**src/logic/can_txp_pkg.sv**
```systemverilog
// Constants, register map and carrier types of the Tx pending block.
// Assumes a single clock domain and a 32-bit AHB-Lite register bus.
package can_txp_pkg;

  // ****************************************************************
  // Sizes
  // ****************************************************************
  localparam int NUM_BUF = 32;           // Transmit buffers
  localparam int IDX_W   = 5;            // Buffer index width
  localparam int ID_W    = 29;           // Message identifier width
  localparam int IRQ_W   = 30;           // Interrupt flag count
  localparam int ADDR_W  = 12;           // Decoded address bits

  // ****************************************************************
  // Register byte offsets
  // ****************************************************************
  localparam logic [11:0] OFS_CTRL      = 12'h018;
  localparam logic [11:0] OFS_IRQ_FLAGS = 12'h050;
  localparam logic [11:0] OFS_IRQ_EN    = 12'h054;
  localparam logic [11:0] OFS_LINE_SEL  = 12'h058;
  localparam logic [11:0] OFS_LINE_EN   = 12'h05C;
  localparam logic [11:0] OFS_TX_CFG    = 12'h0C0;
  localparam logic [11:0] OFS_TX_PEND   = 12'h0C4;
  localparam logic [11:0] OFS_TX_ADD    = 12'h0C8;
  localparam logic [11:0] OFS_TX_CANCEL = 12'h0CC;
  localparam logic [11:0] OFS_TX_OCC    = 12'h0D0;
  localparam logic [11:0] OFS_TX_CFIN   = 12'h0D4;
  localparam logic [11:0] OFS_ID_BASE   = 12'h100;  // 32 words

  // ****************************************************************
  // Field positions
  // ****************************************************************
  localparam int CTRL_NO_RETX = 0;       // No automatic retransmit
  localparam int IRQ_TC       = 9;       // Transmission completed
  localparam int IRQ_TCF      = 10;      // Cancellation finished
  localparam int IRQ_PEA      = 27;      // Arbitration-phase error
  localparam int IRQ_PED      = 28;      // Data-phase error
  localparam int IRQ_ARA      = 29;      // Reserved address access

  // ****************************************************************
  // Reset values
  // ****************************************************************
  localparam logic [31:0] RST_WORD = 32'h00000000;
  localparam logic [1:0]  RST_LINE_EN = 2'h0;

  // ****************************************************************
  // Carriers and states
  // ****************************************************************
  typedef struct packed {
    logic             start;             // Frame started, pulse
    logic             done;              // Frame ended, pulse
    logic             success;           // Qualifies done
    logic [IDX_W-1:0] idx;               // Buffer started
    logic [IRQ_W-1:0] events;            // Engine flag pulses
  } engine_in_s;

  typedef struct packed {
    logic [NUM_BUF-1:0] pending;         // Pending request bits
    logic               scanStart;       // Scan kicked off
    logic               scanDone;        // Result valid pulse
    logic               bestValid;       // A candidate was found
    logic [IDX_W-1:0]   bestIdx;         // Lowest identifier buffer
  } engine_out_s;

  typedef enum {SCAN_IDLE, SCAN_RUN, SCAN_LAST} scan_state_e;

endpackage

```
**src/logic/tx_id_mem.sv**
```systemverilog
// Small identifier memory, one write port and one registered read.
// Assumes writer and reader share the clock.
`timescale 1ns/10ps
module tx_id_mem #(
  parameter int DEPTH = 32,
  parameter int AW    = 5,
  parameter int W     = 29
) (
  input  wire logic          ref_clk,
  input  wire logic          we,
  input  wire logic [AW-1:0] waddr,
  input  wire logic [W-1:0]  wdata,
  input  wire logic [AW-1:0] raddr,
  output logic      [W-1:0]  rdata_r
);

  // ****************************************************************
  // Storage
  // ****************************************************************
  logic [W-1:0] mem [DEPTH];             // Identifier words

  // Write port; contents are undefined until software fills them
  always_ff @(posedge ref_clk) begin
    if (we) begin
      mem[waddr] <= wdata;
    end
  end

  // Registered read, one cycle latency
  always_ff @(posedge ref_clk) begin
    rdata_r <= mem[raddr];
  end

endmodule // tx_id_mem

```
**src/logic/tx_prio_scan.sv**
```systemverilog
// Walks all buffers and finds the pending one with lowest identifier.
// Assumes a memory with one cycle read latency on the same clock.
`timescale 1ns/10ps
module tx_prio_scan
  import can_txp_pkg::*;
(
  input  wire logic               ref_clk,
  input  wire logic               rst_n,
  input  wire logic               start,
  input  wire logic [NUM_BUF-1:0] pending,
  output logic      [IDX_W-1:0]   raddr,
  input  wire logic [ID_W-1:0]    rdata,
  output logic                    done_r,
  output logic                    found_r,
  output logic      [IDX_W-1:0]   bestIdx_r
);

  // ****************************************************************
  // State
  // ****************************************************************
  scan_state_e      state_r;             // Scan phase
  logic [IDX_W-1:0] cnt_r;               // Address being read
  logic [IDX_W-1:0] cmpIdx_r;            // Index of data in rdata
  logic             cmpValid_r;          // rdata is to be compared
  logic [ID_W-1:0]  bestId_r;            // Lowest identifier so far
  logic             better;              // Candidate beats best

  assign raddr  = cnt_r;
  // Pending sampled at compare time, so a bit cleared before its compare drops
  assign better = cmpValid_r && pending[cmpIdx_r] &&
                  (!found_r || rdata < bestId_r);

  // Sequencing; a new start restarts from buffer zero
  always_ff @(posedge ref_clk) begin
    if (!rst_n) begin
      state_r    <= SCAN_IDLE;
      cnt_r      <= '0;
      cmpValid_r <= 1'b0;
      cmpIdx_r   <= '0;
      done_r     <= 1'b0;
    end else begin
      done_r     <= 1'b0;
      cmpValid_r <= (state_r == SCAN_RUN) && !start;
      cmpIdx_r   <= cnt_r;
      if (start) begin
        state_r <= SCAN_RUN;
        cnt_r   <= '0;
      end else begin
        case (state_r)
          SCAN_RUN: begin
            cnt_r <= cnt_r + 1'b1;
            if (cnt_r == IDX_W'(NUM_BUF - 1)) begin
              state_r <= SCAN_LAST;
            end
          end
          SCAN_LAST: begin
            // Last compare happens this cycle
            state_r <= SCAN_IDLE;
            done_r  <= 1'b1;
          end
          default: begin
            state_r <= SCAN_IDLE;
          end
        endcase
      end
    end
  end

  // Running minimum; cleared at each start
  always_ff @(posedge ref_clk) begin
    if (!rst_n || start) begin
      found_r   <= 1'b0;
      bestId_r  <= '0;
      bestIdx_r <= '0;
    end else if (better) begin
      found_r   <= 1'b1;
      bestId_r  <= rdata;
      bestIdx_r <= cmpIdx_r;
    end
  end

endmodule // tx_prio_scan

```
**src/logic/can_tx_pending_and_irq_lines.sv**
```systemverilog
// Tx request pending tracking and interrupt line routing.
// Assumes an AHB-Lite master on ref_clk and a protocol engine on the
// same clock that reports frame start and frame end.
//
// The AHB-Lite interface to the registers is this design's own decision.
`timescale 1ns/10ps
module can_tx_pending_and_irq_lines
  import can_txp_pkg::*;
(
  input  wire logic                     ref_clk,
  input  wire logic                     rst_n,
  input  wire logic                     hsel,
  input  wire logic [ADDR_W-1:0]        haddr,
  input  wire logic [1:0]               htrans,
  input  wire logic                     hwrite,
  input  wire logic [2:0]               hsize,
  input  wire logic [31:0]              hwdata,
  input  wire logic                     hready,
  output logic                          hreadyout,
  output logic                          hresp,
  output logic      [31:0]              hrdata,
  input  wire can_txp_pkg::engine_in_s  engIn,
  output can_txp_pkg::engine_out_s      engOut,
  output logic                          irqLine0,
  output logic                          irqLine1
);
  import can_txp_pkg::*;

  // ****************************************************************
  // Helpers
  // ****************************************************************
  // Buffer index to one-hot mask
  function automatic logic [NUM_BUF-1:0] oneHot(
    input logic [IDX_W-1:0] idx
  );
    oneHot      = '0;
    oneHot[idx] = 1'b1;
  endfunction

  // Offset falls in the identifier window
  function automatic logic inIdWin(input logic [ADDR_W-1:0] a);
    inIdWin = (a >= OFS_ID_BASE) &&
              (a < OFS_ID_BASE + ADDR_W'(NUM_BUF * 4));
  endfunction

  // Offset is a mapped register or window word
  function automatic logic isMapped(input logic [ADDR_W-1:0] a);
    case (a)
      OFS_CTRL, OFS_IRQ_FLAGS, OFS_IRQ_EN, OFS_LINE_SEL,
      OFS_LINE_EN, OFS_TX_CFG, OFS_TX_PEND, OFS_TX_ADD,
      OFS_TX_CANCEL, OFS_TX_OCC, OFS_TX_CFIN: isMapped = 1'b1;
      default: isMapped = inIdWin(a);
    endcase
  endfunction

  // ****************************************************************
  // Bus slave
  // ****************************************************************
  logic              addrPhase;          // Transfer accepted now
  logic              wrPend_r;           // Write data phase
  logic [ADDR_W-1:0] wrAddr_r;           // Latched write address
  logic              badAccess;          // Unmapped access pulse
  logic [31:0]       rdMux;              // Read value at haddr

  // Slave never stalls and never errors
  assign hreadyout = 1'b1;
  assign hresp     = 1'b0;
  // Size is not checked: only whole words are expected
  assign addrPhase = hsel && hready && htrans[1];
  assign badAccess = addrPhase && !isMapped(haddr);

  // Address phase capture for writes
  always_ff @(posedge ref_clk) begin
    if (!rst_n) begin
      wrPend_r <= 1'b0;
      wrAddr_r <= '0;
    end else begin
      wrPend_r <= addrPhase && hwrite;
      wrAddr_r <= {haddr[ADDR_W-1:2], 2'b00};
    end
  end

  // Write strobe for one register in the data phase
  function automatic logic wrHit(input logic [ADDR_W-1:0] ofs);
    wrHit = wrPend_r && (wrAddr_r == ofs);
  endfunction

  // ****************************************************************
  // Configuration registers
  // ****************************************************************
  logic               noRetx_r;          // No automatic retransmit
  logic [IRQ_W-1:0]   irqEn_r;           // Flag enables
  logic [IRQ_W-1:0]   lineSel_r;         // Line select per flag
  logic [1:0]         lineEn_r;          // Per line enables
  logic [NUM_BUF-1:0] txCfg_r;           // Buffers in use

  // Software written settings, all zero after reset
  always_ff @(posedge ref_clk) begin
    if (!rst_n) begin
      noRetx_r  <= RST_WORD[0];
      irqEn_r   <= RST_WORD[IRQ_W-1:0];
      lineSel_r <= RST_WORD[IRQ_W-1:0];
      lineEn_r  <= RST_LINE_EN;
      txCfg_r   <= RST_WORD;
    end else begin
      if (wrHit(OFS_CTRL)) begin
        noRetx_r <= hwdata[CTRL_NO_RETX];
      end
      if (wrHit(OFS_IRQ_EN)) begin
        irqEn_r <= hwdata[IRQ_W-1:0];
      end
      if (wrHit(OFS_LINE_SEL)) begin
        // Bits 29..27 hold the special selects
        lineSel_r <= hwdata[IRQ_W-1:0];
      end
      if (wrHit(OFS_LINE_EN)) begin
        lineEn_r <= hwdata[1:0];
      end
      if (wrHit(OFS_TX_CFG)) begin
        txCfg_r <= hwdata;
      end
    end
  end

  // ****************************************************************
  // Active frame tracking
  // ****************************************************************
  logic             activeValid_r;       // Engine is sending a frame
  logic [IDX_W-1:0] activeIdx_r;         // Buffer being sent

  // Start marks the buffer, done releases it
  always_ff @(posedge ref_clk) begin
    if (!rst_n) begin
      activeValid_r <= 1'b0;
      activeIdx_r   <= '0;
    end else if (engIn.start) begin
      activeValid_r <= 1'b1;
      activeIdx_r   <= engIn.idx;
    end else if (engIn.done) begin
      activeValid_r <= 1'b0;
    end
  end

  // ****************************************************************
  // Pending, cancel and result bits
  // ****************************************************************
  logic [NUM_BUF-1:0] pending_r;         // Request outstanding
  logic [NUM_BUF-1:0] cancel_r;          // Cancel requested
  logic [NUM_BUF-1:0] occurred_r;        // Sent successfully
  logic [NUM_BUF-1:0] cancelFin_r;       // Cancel finished
  logic [NUM_BUF-1:0] clearedLast_r;     // Pending cleared last cycle
  logic [NUM_BUF-1:0] addMask;           // Accepted add requests
  logic [NUM_BUF-1:0] cancelSet;         // Written cancel bits
  logic [NUM_BUF-1:0] busyMask;          // Frame on the wire
  logic [NUM_BUF-1:0] doneMask;          // Frame ending now
  logic [NUM_BUF-1:0] okMask;            // Ended with success
  logic [NUM_BUF-1:0] failDrop;          // Failed and given up
  logic [NUM_BUF-1:0] cancelIdle;        // Cancelled before start
  logic [NUM_BUF-1:0] clearMask;         // Pending bits to clear
  logic [NUM_BUF-1:0] finSet;            // Cancel finished events

  // Add only configured, idle buffers
  assign addMask   = wrHit(OFS_TX_ADD) ?
                     (hwdata & txCfg_r & ~pending_r) : '0;
  assign cancelSet = wrHit(OFS_TX_CANCEL) ? hwdata : '0;
  // A buffer starting this cycle counts as busy already
  assign busyMask  = (activeValid_r ? oneHot(activeIdx_r) : '0) |
                     (engIn.start ? oneHot(engIn.idx) : '0);
  assign doneMask  = (engIn.done && activeValid_r) ?
                     oneHot(activeIdx_r) : '0;
  assign okMask    = engIn.success ? doneMask : '0;
  // Failure drops the request if cancelled or retransmit is off
  assign failDrop  = (engIn.success ? '0 : doneMask) &
                     (cancel_r | {NUM_BUF{noRetx_r}});
  // Busy buffers keep pending until frame end
  assign cancelIdle = cancel_r & pending_r & ~busyMask;
  assign clearMask = okMask | failDrop | cancelIdle;
  assign finSet    = (okMask & cancel_r) | failDrop |
                     cancelIdle;

  // Pending word, read only to software
  always_ff @(posedge ref_clk) begin
    if (!rst_n) begin
      pending_r <= RST_WORD;
    end else begin
      pending_r <= (pending_r & ~clearMask) | addMask;
    end
  end

  // Cancel bits drop one cycle after their pending bit; a new
  // software write in that cycle wins over the drop
  always_ff @(posedge ref_clk) begin
    if (!rst_n) begin
      cancel_r      <= RST_WORD;
      clearedLast_r <= RST_WORD;
    end else begin
      clearedLast_r <= clearMask;
      cancel_r      <= (cancel_r & ~clearedLast_r) |
                       cancelSet;
    end
  end

  // Result bits, cleared by a new add request for the buffer
  always_ff @(posedge ref_clk) begin
    if (!rst_n) begin
      occurred_r  <= RST_WORD;
      cancelFin_r <= RST_WORD;
    end else begin
      occurred_r  <= (occurred_r & ~addMask) | okMask;
      cancelFin_r <= (cancelFin_r & ~addMask) | finSet;
    end
  end

  // ****************************************************************
  // Priority scan
  // ****************************************************************
  logic             scanStart_r;         // One cycle kick
  logic [IDX_W-1:0] idRdAddr;            // Scanner read address
  logic [ID_W-1:0]  idRdData;            // Identifier read back
  logic             scanDone;            // Scan result pulse
  logic             scanFound;           // Candidate present
  logic [IDX_W-1:0] scanIdx;             // Winning buffer

  // Any newly set pending bit restarts the scan
  always_ff @(posedge ref_clk) begin
    if (!rst_n) begin
      scanStart_r <= 1'b0;
    end else begin
      scanStart_r <= |addMask;
    end
  end

  // Identifier store written through the bus window
  tx_id_mem #(
    .DEPTH (NUM_BUF),
    .AW    (IDX_W),
    .W     (ID_W)
  ) u_id_mem (
    .ref_clk (ref_clk),
    .we      (wrPend_r && inIdWin(wrAddr_r)),
    .waddr   (wrAddr_r[IDX_W+1:2]),
    .wdata   (hwdata[ID_W-1:0]),
    .raddr   (idRdAddr),
    .rdata_r (idRdData)
  );

  // Lowest identifier among pending buffers wins
  tx_prio_scan u_scan (
    .ref_clk   (ref_clk),
    .rst_n     (rst_n),
    .start     (scanStart_r),
    .pending   (pending_r),
    .raddr     (idRdAddr),
    .rdata     (idRdData),
    .done_r    (scanDone),
    .found_r   (scanFound),
    .bestIdx_r (scanIdx)
  );

  assign engOut.pending   = pending_r;
  assign engOut.scanStart = scanStart_r;
  assign engOut.scanDone  = scanDone;
  assign engOut.bestValid = scanFound;
  assign engOut.bestIdx   = scanIdx;

  // ****************************************************************
  // Interrupt flags and lines
  // ****************************************************************
  logic [IRQ_W-1:0] irqFlags_r;          // Sticky event flags
  logic [IRQ_W-1:0] irqSet;              // Events this cycle
  logic [IRQ_W-1:0] irqClr;              // Write-one-to-clear
  logic [IRQ_W-1:0] irqLive;             // Flags that are enabled

  always_comb begin
    irqSet          = engIn.events;
    irqSet[IRQ_TC]  = engIn.events[IRQ_TC] | (|okMask);
    irqSet[IRQ_TCF] = engIn.events[IRQ_TCF] | (|finSet);
    irqSet[IRQ_ARA] = engIn.events[IRQ_ARA] | badAccess;
  end
  assign irqClr = wrHit(OFS_IRQ_FLAGS) ? hwdata[IRQ_W-1:0] : '0;

  // Set wins over a clear in the same cycle
  always_ff @(posedge ref_clk) begin
    if (!rst_n) begin
      irqFlags_r <= RST_WORD[IRQ_W-1:0];
    end else begin
      irqFlags_r <= (irqFlags_r & ~irqClr) | irqSet;
    end
  end

  // Select zero routes to line zero
  assign irqLive  = irqFlags_r & irqEn_r;
  assign irqLine0 = lineEn_r[0] && |(irqLive & ~lineSel_r);
  assign irqLine1 = lineEn_r[1] && |(irqLive & lineSel_r);

  // ****************************************************************
  // Read path
  // ****************************************************************
  // Write-only and unmapped words read zero
  always_comb begin
    rdMux = '0;
    case ({haddr[ADDR_W-1:2], 2'b00})
      OFS_CTRL:      rdMux[CTRL_NO_RETX] = noRetx_r;
      OFS_IRQ_FLAGS: rdMux[IRQ_W-1:0]    = irqFlags_r;
      OFS_IRQ_EN:    rdMux[IRQ_W-1:0]    = irqEn_r;
      OFS_LINE_SEL:  rdMux[IRQ_W-1:0]    = lineSel_r;
      OFS_LINE_EN:   rdMux[1:0]          = lineEn_r;
      OFS_TX_CFG:    rdMux               = txCfg_r;
      OFS_TX_PEND:   rdMux               = pending_r;
      OFS_TX_CANCEL: rdMux               = cancel_r;
      OFS_TX_OCC:    rdMux               = occurred_r;
      OFS_TX_CFIN:   rdMux               = cancelFin_r;
      default:       rdMux               = '0;
    endcase
  end

  // Read data registered at the address phase edge
  always_ff @(posedge ref_clk) begin
    if (!rst_n) begin
      hrdata <= RST_WORD;
    end else if (addrPhase && !hwrite) begin
      hrdata <= rdMux;
    end
  end

endmodule // can_tx_pending_and_irq_lines

```
**config.mk**
```make
export PLATFORM = sky130hd
export DESIGN_NAME = can_tx_pending_and_irq_lines
export DESIGN_NICKNAME = d
export VERILOG_FILES = /design/src/logic/can_txp_pkg.sv /design/src/logic/tx_id_mem.sv /design/src/logic/tx_prio_scan.sv /design/src/logic/can_tx_pending_and_irq_lines.sv
export SDC_FILE = /design/constraint.sdc
export NUM_CORES = 2
export LEC_CHECK = 0
export BUFFER_PORTS_ARGS = -buffer_cell sky130_fd_sc_hd__buf_4
export CORE_MARGIN = 1
export CORE_UTILIZATION = 45
export DETAILED_ROUTE_END_ITERATION = 16
export SYNTH_ARGS = -nofsm -noshare
export SYNTH_HDL_FRONTEND = slang
export SYNTH_SLANG_ARGS = --single-unit
```
**constraint.sdc**
```tcl
create_clock -name ref_clk -period 6.5 [get_ports ref_clk]
set_input_delay 0.325 -clock ref_clk [delete_from_list [all_inputs] [get_ports ref_clk]]
set_output_delay 0.325 -clock ref_clk [all_outputs]
set_load 0.02 [all_outputs]
```
# [After elaboration in Yosys (flattened, before gate mapping)]
# Memories as Yosys holds them, arrays and structs flattened. A register that Yosys moved wholly into a read port is not among the register bits.
# Cells that the tools add are included.
[totals] reg_bits=386 latch_bits=0 ramBits=928 mem_bits_ro=0 input_bits=92 out_inout_bits=76 wordCells=177 n_memories=1
[classes] add_sub_neg=1 n_mul=0 div_mod_pow=0 order_cmp=10 eq_ne=34 shift=0 muxes=27 n_bitwise=37 reduce_logical=40
[mem_list] memory="u_id_mem.mem" depth=32 word_bits=29 rd=1 rd_clocked_by_memory_dff=1 write_ports=1 line="tx_id_mem.sv:20" rtl="logic [W-1:0] mem [DEPTH];"
[op_table] op="$and A32 B32 Y32" count=10
[op_table] op="$or A32 B32 Y32" count=10
[op_table] op="$mux W32" count=7
[op_table] op="$pmux W28 S8" count=1
[op_table] op="$not A32 Y32" count=5
[op_table] op="$and A30 B30 Y30" count=4
[op_table] op="$eq A12 B8 Y1 const B" count=9
[op_table] op="$eq A12 B7 Y1 const B" count=8
[op_table] op="$reduce_or A32 Y1" count=3
[op_table] op="$not A30 Y30" count=2
[op_table] op="$reduce_or A30 Y1" count=2
[op_table] op="$eq A10 B6 Y1 const B" count=5
[op_table] op="$eq A10 B5 Y1 const B" count=4
[op_table] op="$mux W30" count=1
[op_table] op="$or A30 B30 Y30" count=1
[op_table] op="$lt A29 B29 Y1" count=1
[op_table] op="$eq A12 B5 Y1 const B" count=2
[op_table] op="$ge A12 B9 Y1 const B" count=2
[op_table] op="$logic_and A1 B1 Y1" count=24
[op_table] op="$lt A12 B9 Y1 const B" count=2
[op_table] op="$lt A5 B6 Y1 const B" count=3
[op_table] op="$mux W1" count=12
[op_table] op="$reduce_or A11 Y1" count=1
[op_table] op="$demux W1 S5" count=2
[op_table] op="18 further kinds" count=28

# [Depth between registers and ports, before layout]
[depth] depth_word=12 ltp_mapped=11 mapped_depth_nobuf=9

# [By module]
# A second synthesis with hierarchy kept.
[hier_totals] cells_unflattened=4464 hier_area_um2=56027.5
[by_module_without_submodules] mod="tx_id_mem" instances=1 cells_per_inst=2054 area_each_um2=36867.9 seq_area_each_um2=28447.3
[by_module_without_submodules] mod="can_tx_pending_and_irq_lines" instances=1 cells_per_inst=2084 area_each_um2=16185.5 seq_area_each_um2=6706.4
[by_module_without_submodules] mod="tx_prio_scan" instances=1 cells_per_inst=326 area_each_um2=2974.1 seq_area_each_um2=980.9

# [Worst setup path before layout]
# OpenSTA, ideal clock, no wires.
[synth_timing] path_type="register -> register" from="register wrAddr_r[9]" to="memory u_id_mem.mem[12][0], enable pin" setup_ns=0.415 arrival_time_ns=3.023 required_ns=6.085 path_slack_ns=3.061 path_stages_with_launch=6 path_buffers=1 synth_period_minus_slack_ns=3.439 cell_sequence="dfxtp_1 or4b_1 clkbuf_1 nor3b_1 nand4b_1 nor2_1"
[synth_via] elab_chain_len=5 word_cells_on_any_way=6 cone_classes="order compare (2); mux (2); reduce/logical (2)"
[synth_rtl] element="start, declared" line="can_tx_pending_and_irq_lines.sv:61" rtl="logic [ADDR_W-1:0] wrAddr_r;"
[synth_rtl] element="start signal, assigned" line="can_tx_pending_and_irq_lines.sv:79" rtl="wrAddr_r <= {haddr[ADDR_W-1:2], 2'b00};"
[synth_rtl] element="$ge A12 B9 Y1 or $lt A12 B9 Y1 (tied branches)" line="can_tx_pending_and_irq_lines.sv:42, can_tx_pending_and_irq_lines.sv:43"
[synth_rtl] element="$logic_and A1 B1 Y1 (*)" line="can_tx_pending_and_irq_lines.sv:42" rtl="inIdWin = (a >= OFS_ID_BASE) &&"
[synth_rtl] element="$logic_and A1 B1 Y1 (*)" line="can_tx_pending_and_irq_lines.sv:240" rtl=".we (wrPend_r && inIdWin(wrAddr_r)),"
[synth_rtl] element="$mux W1 (*)" line="tx_id_mem.sv:24" rtl="if (we) begin"
[synth_rtl] element="$mux W1 (not written as such) (*)" line="tx_id_mem.sv:25" rtl="mem[waddr] <= wdata;"
[synth_rtl] element="end, declared" line="tx_id_mem.sv:20"
# Mark *: on every way between the ends. The rest lies on a longest branch, timed or not.

# [Final worst setup path]
[layout_timing] from="register wrAddr_r[9]" to="memory u_id_mem.mem[14][21], enable pin"
# The elaborated chain is that of the path after synthesis.

==> impl_metrics.ini <==
[die]
start_util_pct = 45.5
die_y_um = 348
die_area_mm2 = 0.121
die_x_um = 348
rows = 126
core_area_mm2 = 0.118
io_pins = 168

[sta]
drv_slew = 0
max_freq_ghz = 0.254
setup-tns-final_ns = 0
min_period_ns = 3.94
fin_skew_ns = 0.0273
rsz0062_at_grt = false
finalCritPeriodShare_pct = 60.6
hold_viol = 0
fin_ws_ns = 2.56
relSlewSlack_pct = 19.9
worst_pin_slew_ns = 1.19
setup_viol = 0

[route]
vias = 34100
viasPerCell = 6.07
drt_pass1_iterations = 6
routed_wl_um = 163000
first_iter_violations = 3858
wl_per_cell_um = 29.0
remaining_drc_errors = 0
postRouteAntennaNets = 0

[critical_path]
end_kind = flip-flop
rr_endpoint = u_id_mem.mem[14][21]
rrSetupSlack_ns = 2.56
crit_slowest_cell = nor2_4
crit_start = wrAddr_r[9]
slowest_delay_ns = 0.86
crit_path_start_kind = flip-flop
r2r_cells = 5
criticalPathCategory = reg2reg
crit_arrival_ns = 4.34
cp.required_ns = 6.90
reg2reg_from = wrAddr_r[9]
worstPathCellList = or4b_1 -> nor3b_1 -> nand4b_1 -> nor2_4 -> buf_4
worstPathMaxFanout = 15

[cells_and_area]
area_growth_pct = 16.0
finalNonFillerCells = 5611
final_cell_mix = edfxtp_1 (928), dfxtp_1 (408), nand2_1 (390), mux4_2 (300), a21oi_1 (291)
final_common_cell = edfxtp_1
drive_above_1_share_pct = 21.2
final_nets = 4020
final_util_pct = 52.8

[min_path]
hold_path_depth = 3
hold_class = in2reg
hold_start = hwdata[6]
min_to = txCfg_r[6]

[clock_tree]
cts_buffers = 141
htreeDepth = 4
path_clk_slew_ns = 0.06
insertion_delay_ns = 0.75
cts_setup_buffers = 0
cts_tree = built
cts_buffer_depth = 3
cts_sinks = 1341
ctsRootBufferMaster = clkbuf_16

[placement]
portBuffers = 161
place_ws_ns = 2.58
dp_hpwl_um = 96500
dpl.cell_count = 5290
gp_congestion = 0.993

[synth]
async_flop_share_pct = 0
synth_area_mm2 = 0.0539
synth-seq-cells = 1341
synth_flop_cell = edfxtp_1
synth_edf_count = 928
synth_cell_types = 76
syn_inst = 3678
yosysSeqAreaShare_pct = 67.1
synth_nets = 3800
syn_avg_cell_area_um2 = 14.6
ys_warn_count = 0

[pwr]
p_leak_nw = 19.6
power.total_w = 0.0176
irDropWorstVdd_mv = 0.279
power.density_mw_per_mm2 = 282

[status]
status = finished, final reports clean

[global_routing]
grt_max_degree = 165
grt_pass1_vias = 33300
grt_pass1_wl_um = 234000
grt_overflow_total = 0
grt_use_total_pct = 26.8
grt_antenna_before_repair = 5

[job]
maxCapViolations = 0
-- cell type report --
class,count,area [um2]
fill,9716,55900
sequential,1341,36200
multi-input combinational,2073,17000
clock buffer,194,3930
timing repair buffer,306,2530
tap,1600,2000
clock inverter,61,738
inverter,35,139
antenna,1,2.50
-- cells by family (layout without fill, tap and decap cells) --
| kind of cell | count (synthesis) | count (layout) | share of synthesized area (%) |
|---|---|---|---|
| DFF | 1341 | 1341 | 67.1 |
| and+or+nand+nor | 984 | 984 | 8.49 |
| AOI/OAI and AO/OA | 713 | 713 | 8.34 |
| muxes | 341 | 341 | 13.4 |
| buffers and inverters | 264 | 596 | 1.94 |
| adders and majority gates | 30 | 30 | 0.697 |
| xor gates and xnor gates | 3 | 3 | 0.0488 |
| other | 2 | 3 | 0.0139 |
-- critical path, delay by kind of cell (launching register included) --
| kind | cells | cell delay (ns) |
|---|---|---|
| buffers and inverters | 1 | 0.48 |
| and+or+nand+nor | 4 | 2.82 |
| DFF | 1 | 0.29 |
-- sequential cells by signal (all words and copies together), names as in the netlist, 10 cells and up --
register	flops
cancelFin_r	32
cancel_r	32
clearedLast_r	32
hrdata	32
irqEn_r	30
irqFlags_r	30
lineSel_r	30
occurred_r	32
pending_r	32
txCfg_r	32
u_id_mem.mem	928
u_id_mem.rdata_r	29
u_scan.bestId_r	29
wrAddr_r	10
-- layer usage --
metal	part of all wire (%)	track usage, %
met2	48	43.6
met3	7.8	4.67
met5	0	0
met4	3.6	9.55
met1	41	36.4
-- where the power goes --
group	switching (W)	internal, W
Clock	0.00342	0.00464
Sequential	0.0000369	0.00913
Combinational	0.000281	0.000103
Total	0.00374	0.0139
-- synthesized netlist by cell type, types with 20 or more instances --
cell      count  area, um2
clkbuf_1    192        721
o21ai_1      39        195
o21ai_0      40        200
inv_1        34        128
a22oi_1     132        991
o22ai_1      35        219
nor4_1       21        131
or4_1        35        263
nand2_1     390       1460
a21oi_1     291       1460
nand4_1      20        125
ha_1         30        375
nor2b_1      41        257
mux4_2      300       6760
dfxtp_1     413       8270
a21o_1       36        270
edfxtp_1    928      27900
nand3_1      82        410
and2_1       32        200
nor2_1      261        980
buf_1        22       82.6
a41oi_1      28        245
mux2_2       32        360
-- through the flow --
stage	cell area (um2)	hold slack (ns)
after floorplan	53900	0.414
after global placement	57200	0.440
after detailed placement	57200	0.441
after CTS	62500	0.00175
after global routing	62500	0.0328
final	62500	0.0380
-- worst max path at each step --
stage	end	slack [ns]
floorplan	u_id_mem.mem[12][0]	3.06
global placement	u_id_mem.mem[14][21]	2.58
detailed placement	u_id_mem.mem[14][21]	2.58
CTS	u_id_mem.mem[14][5]	2.56
global route	u_id_mem.mem[14][5]	2.37
finish	u_id_mem.mem[14][21]	2.56
-- timing repair --
action,CTS,global route
hold endpoints to repair,97,0
resized for setup,0,0
hold buffers,65,0
(Power assumes the default switching activity.)
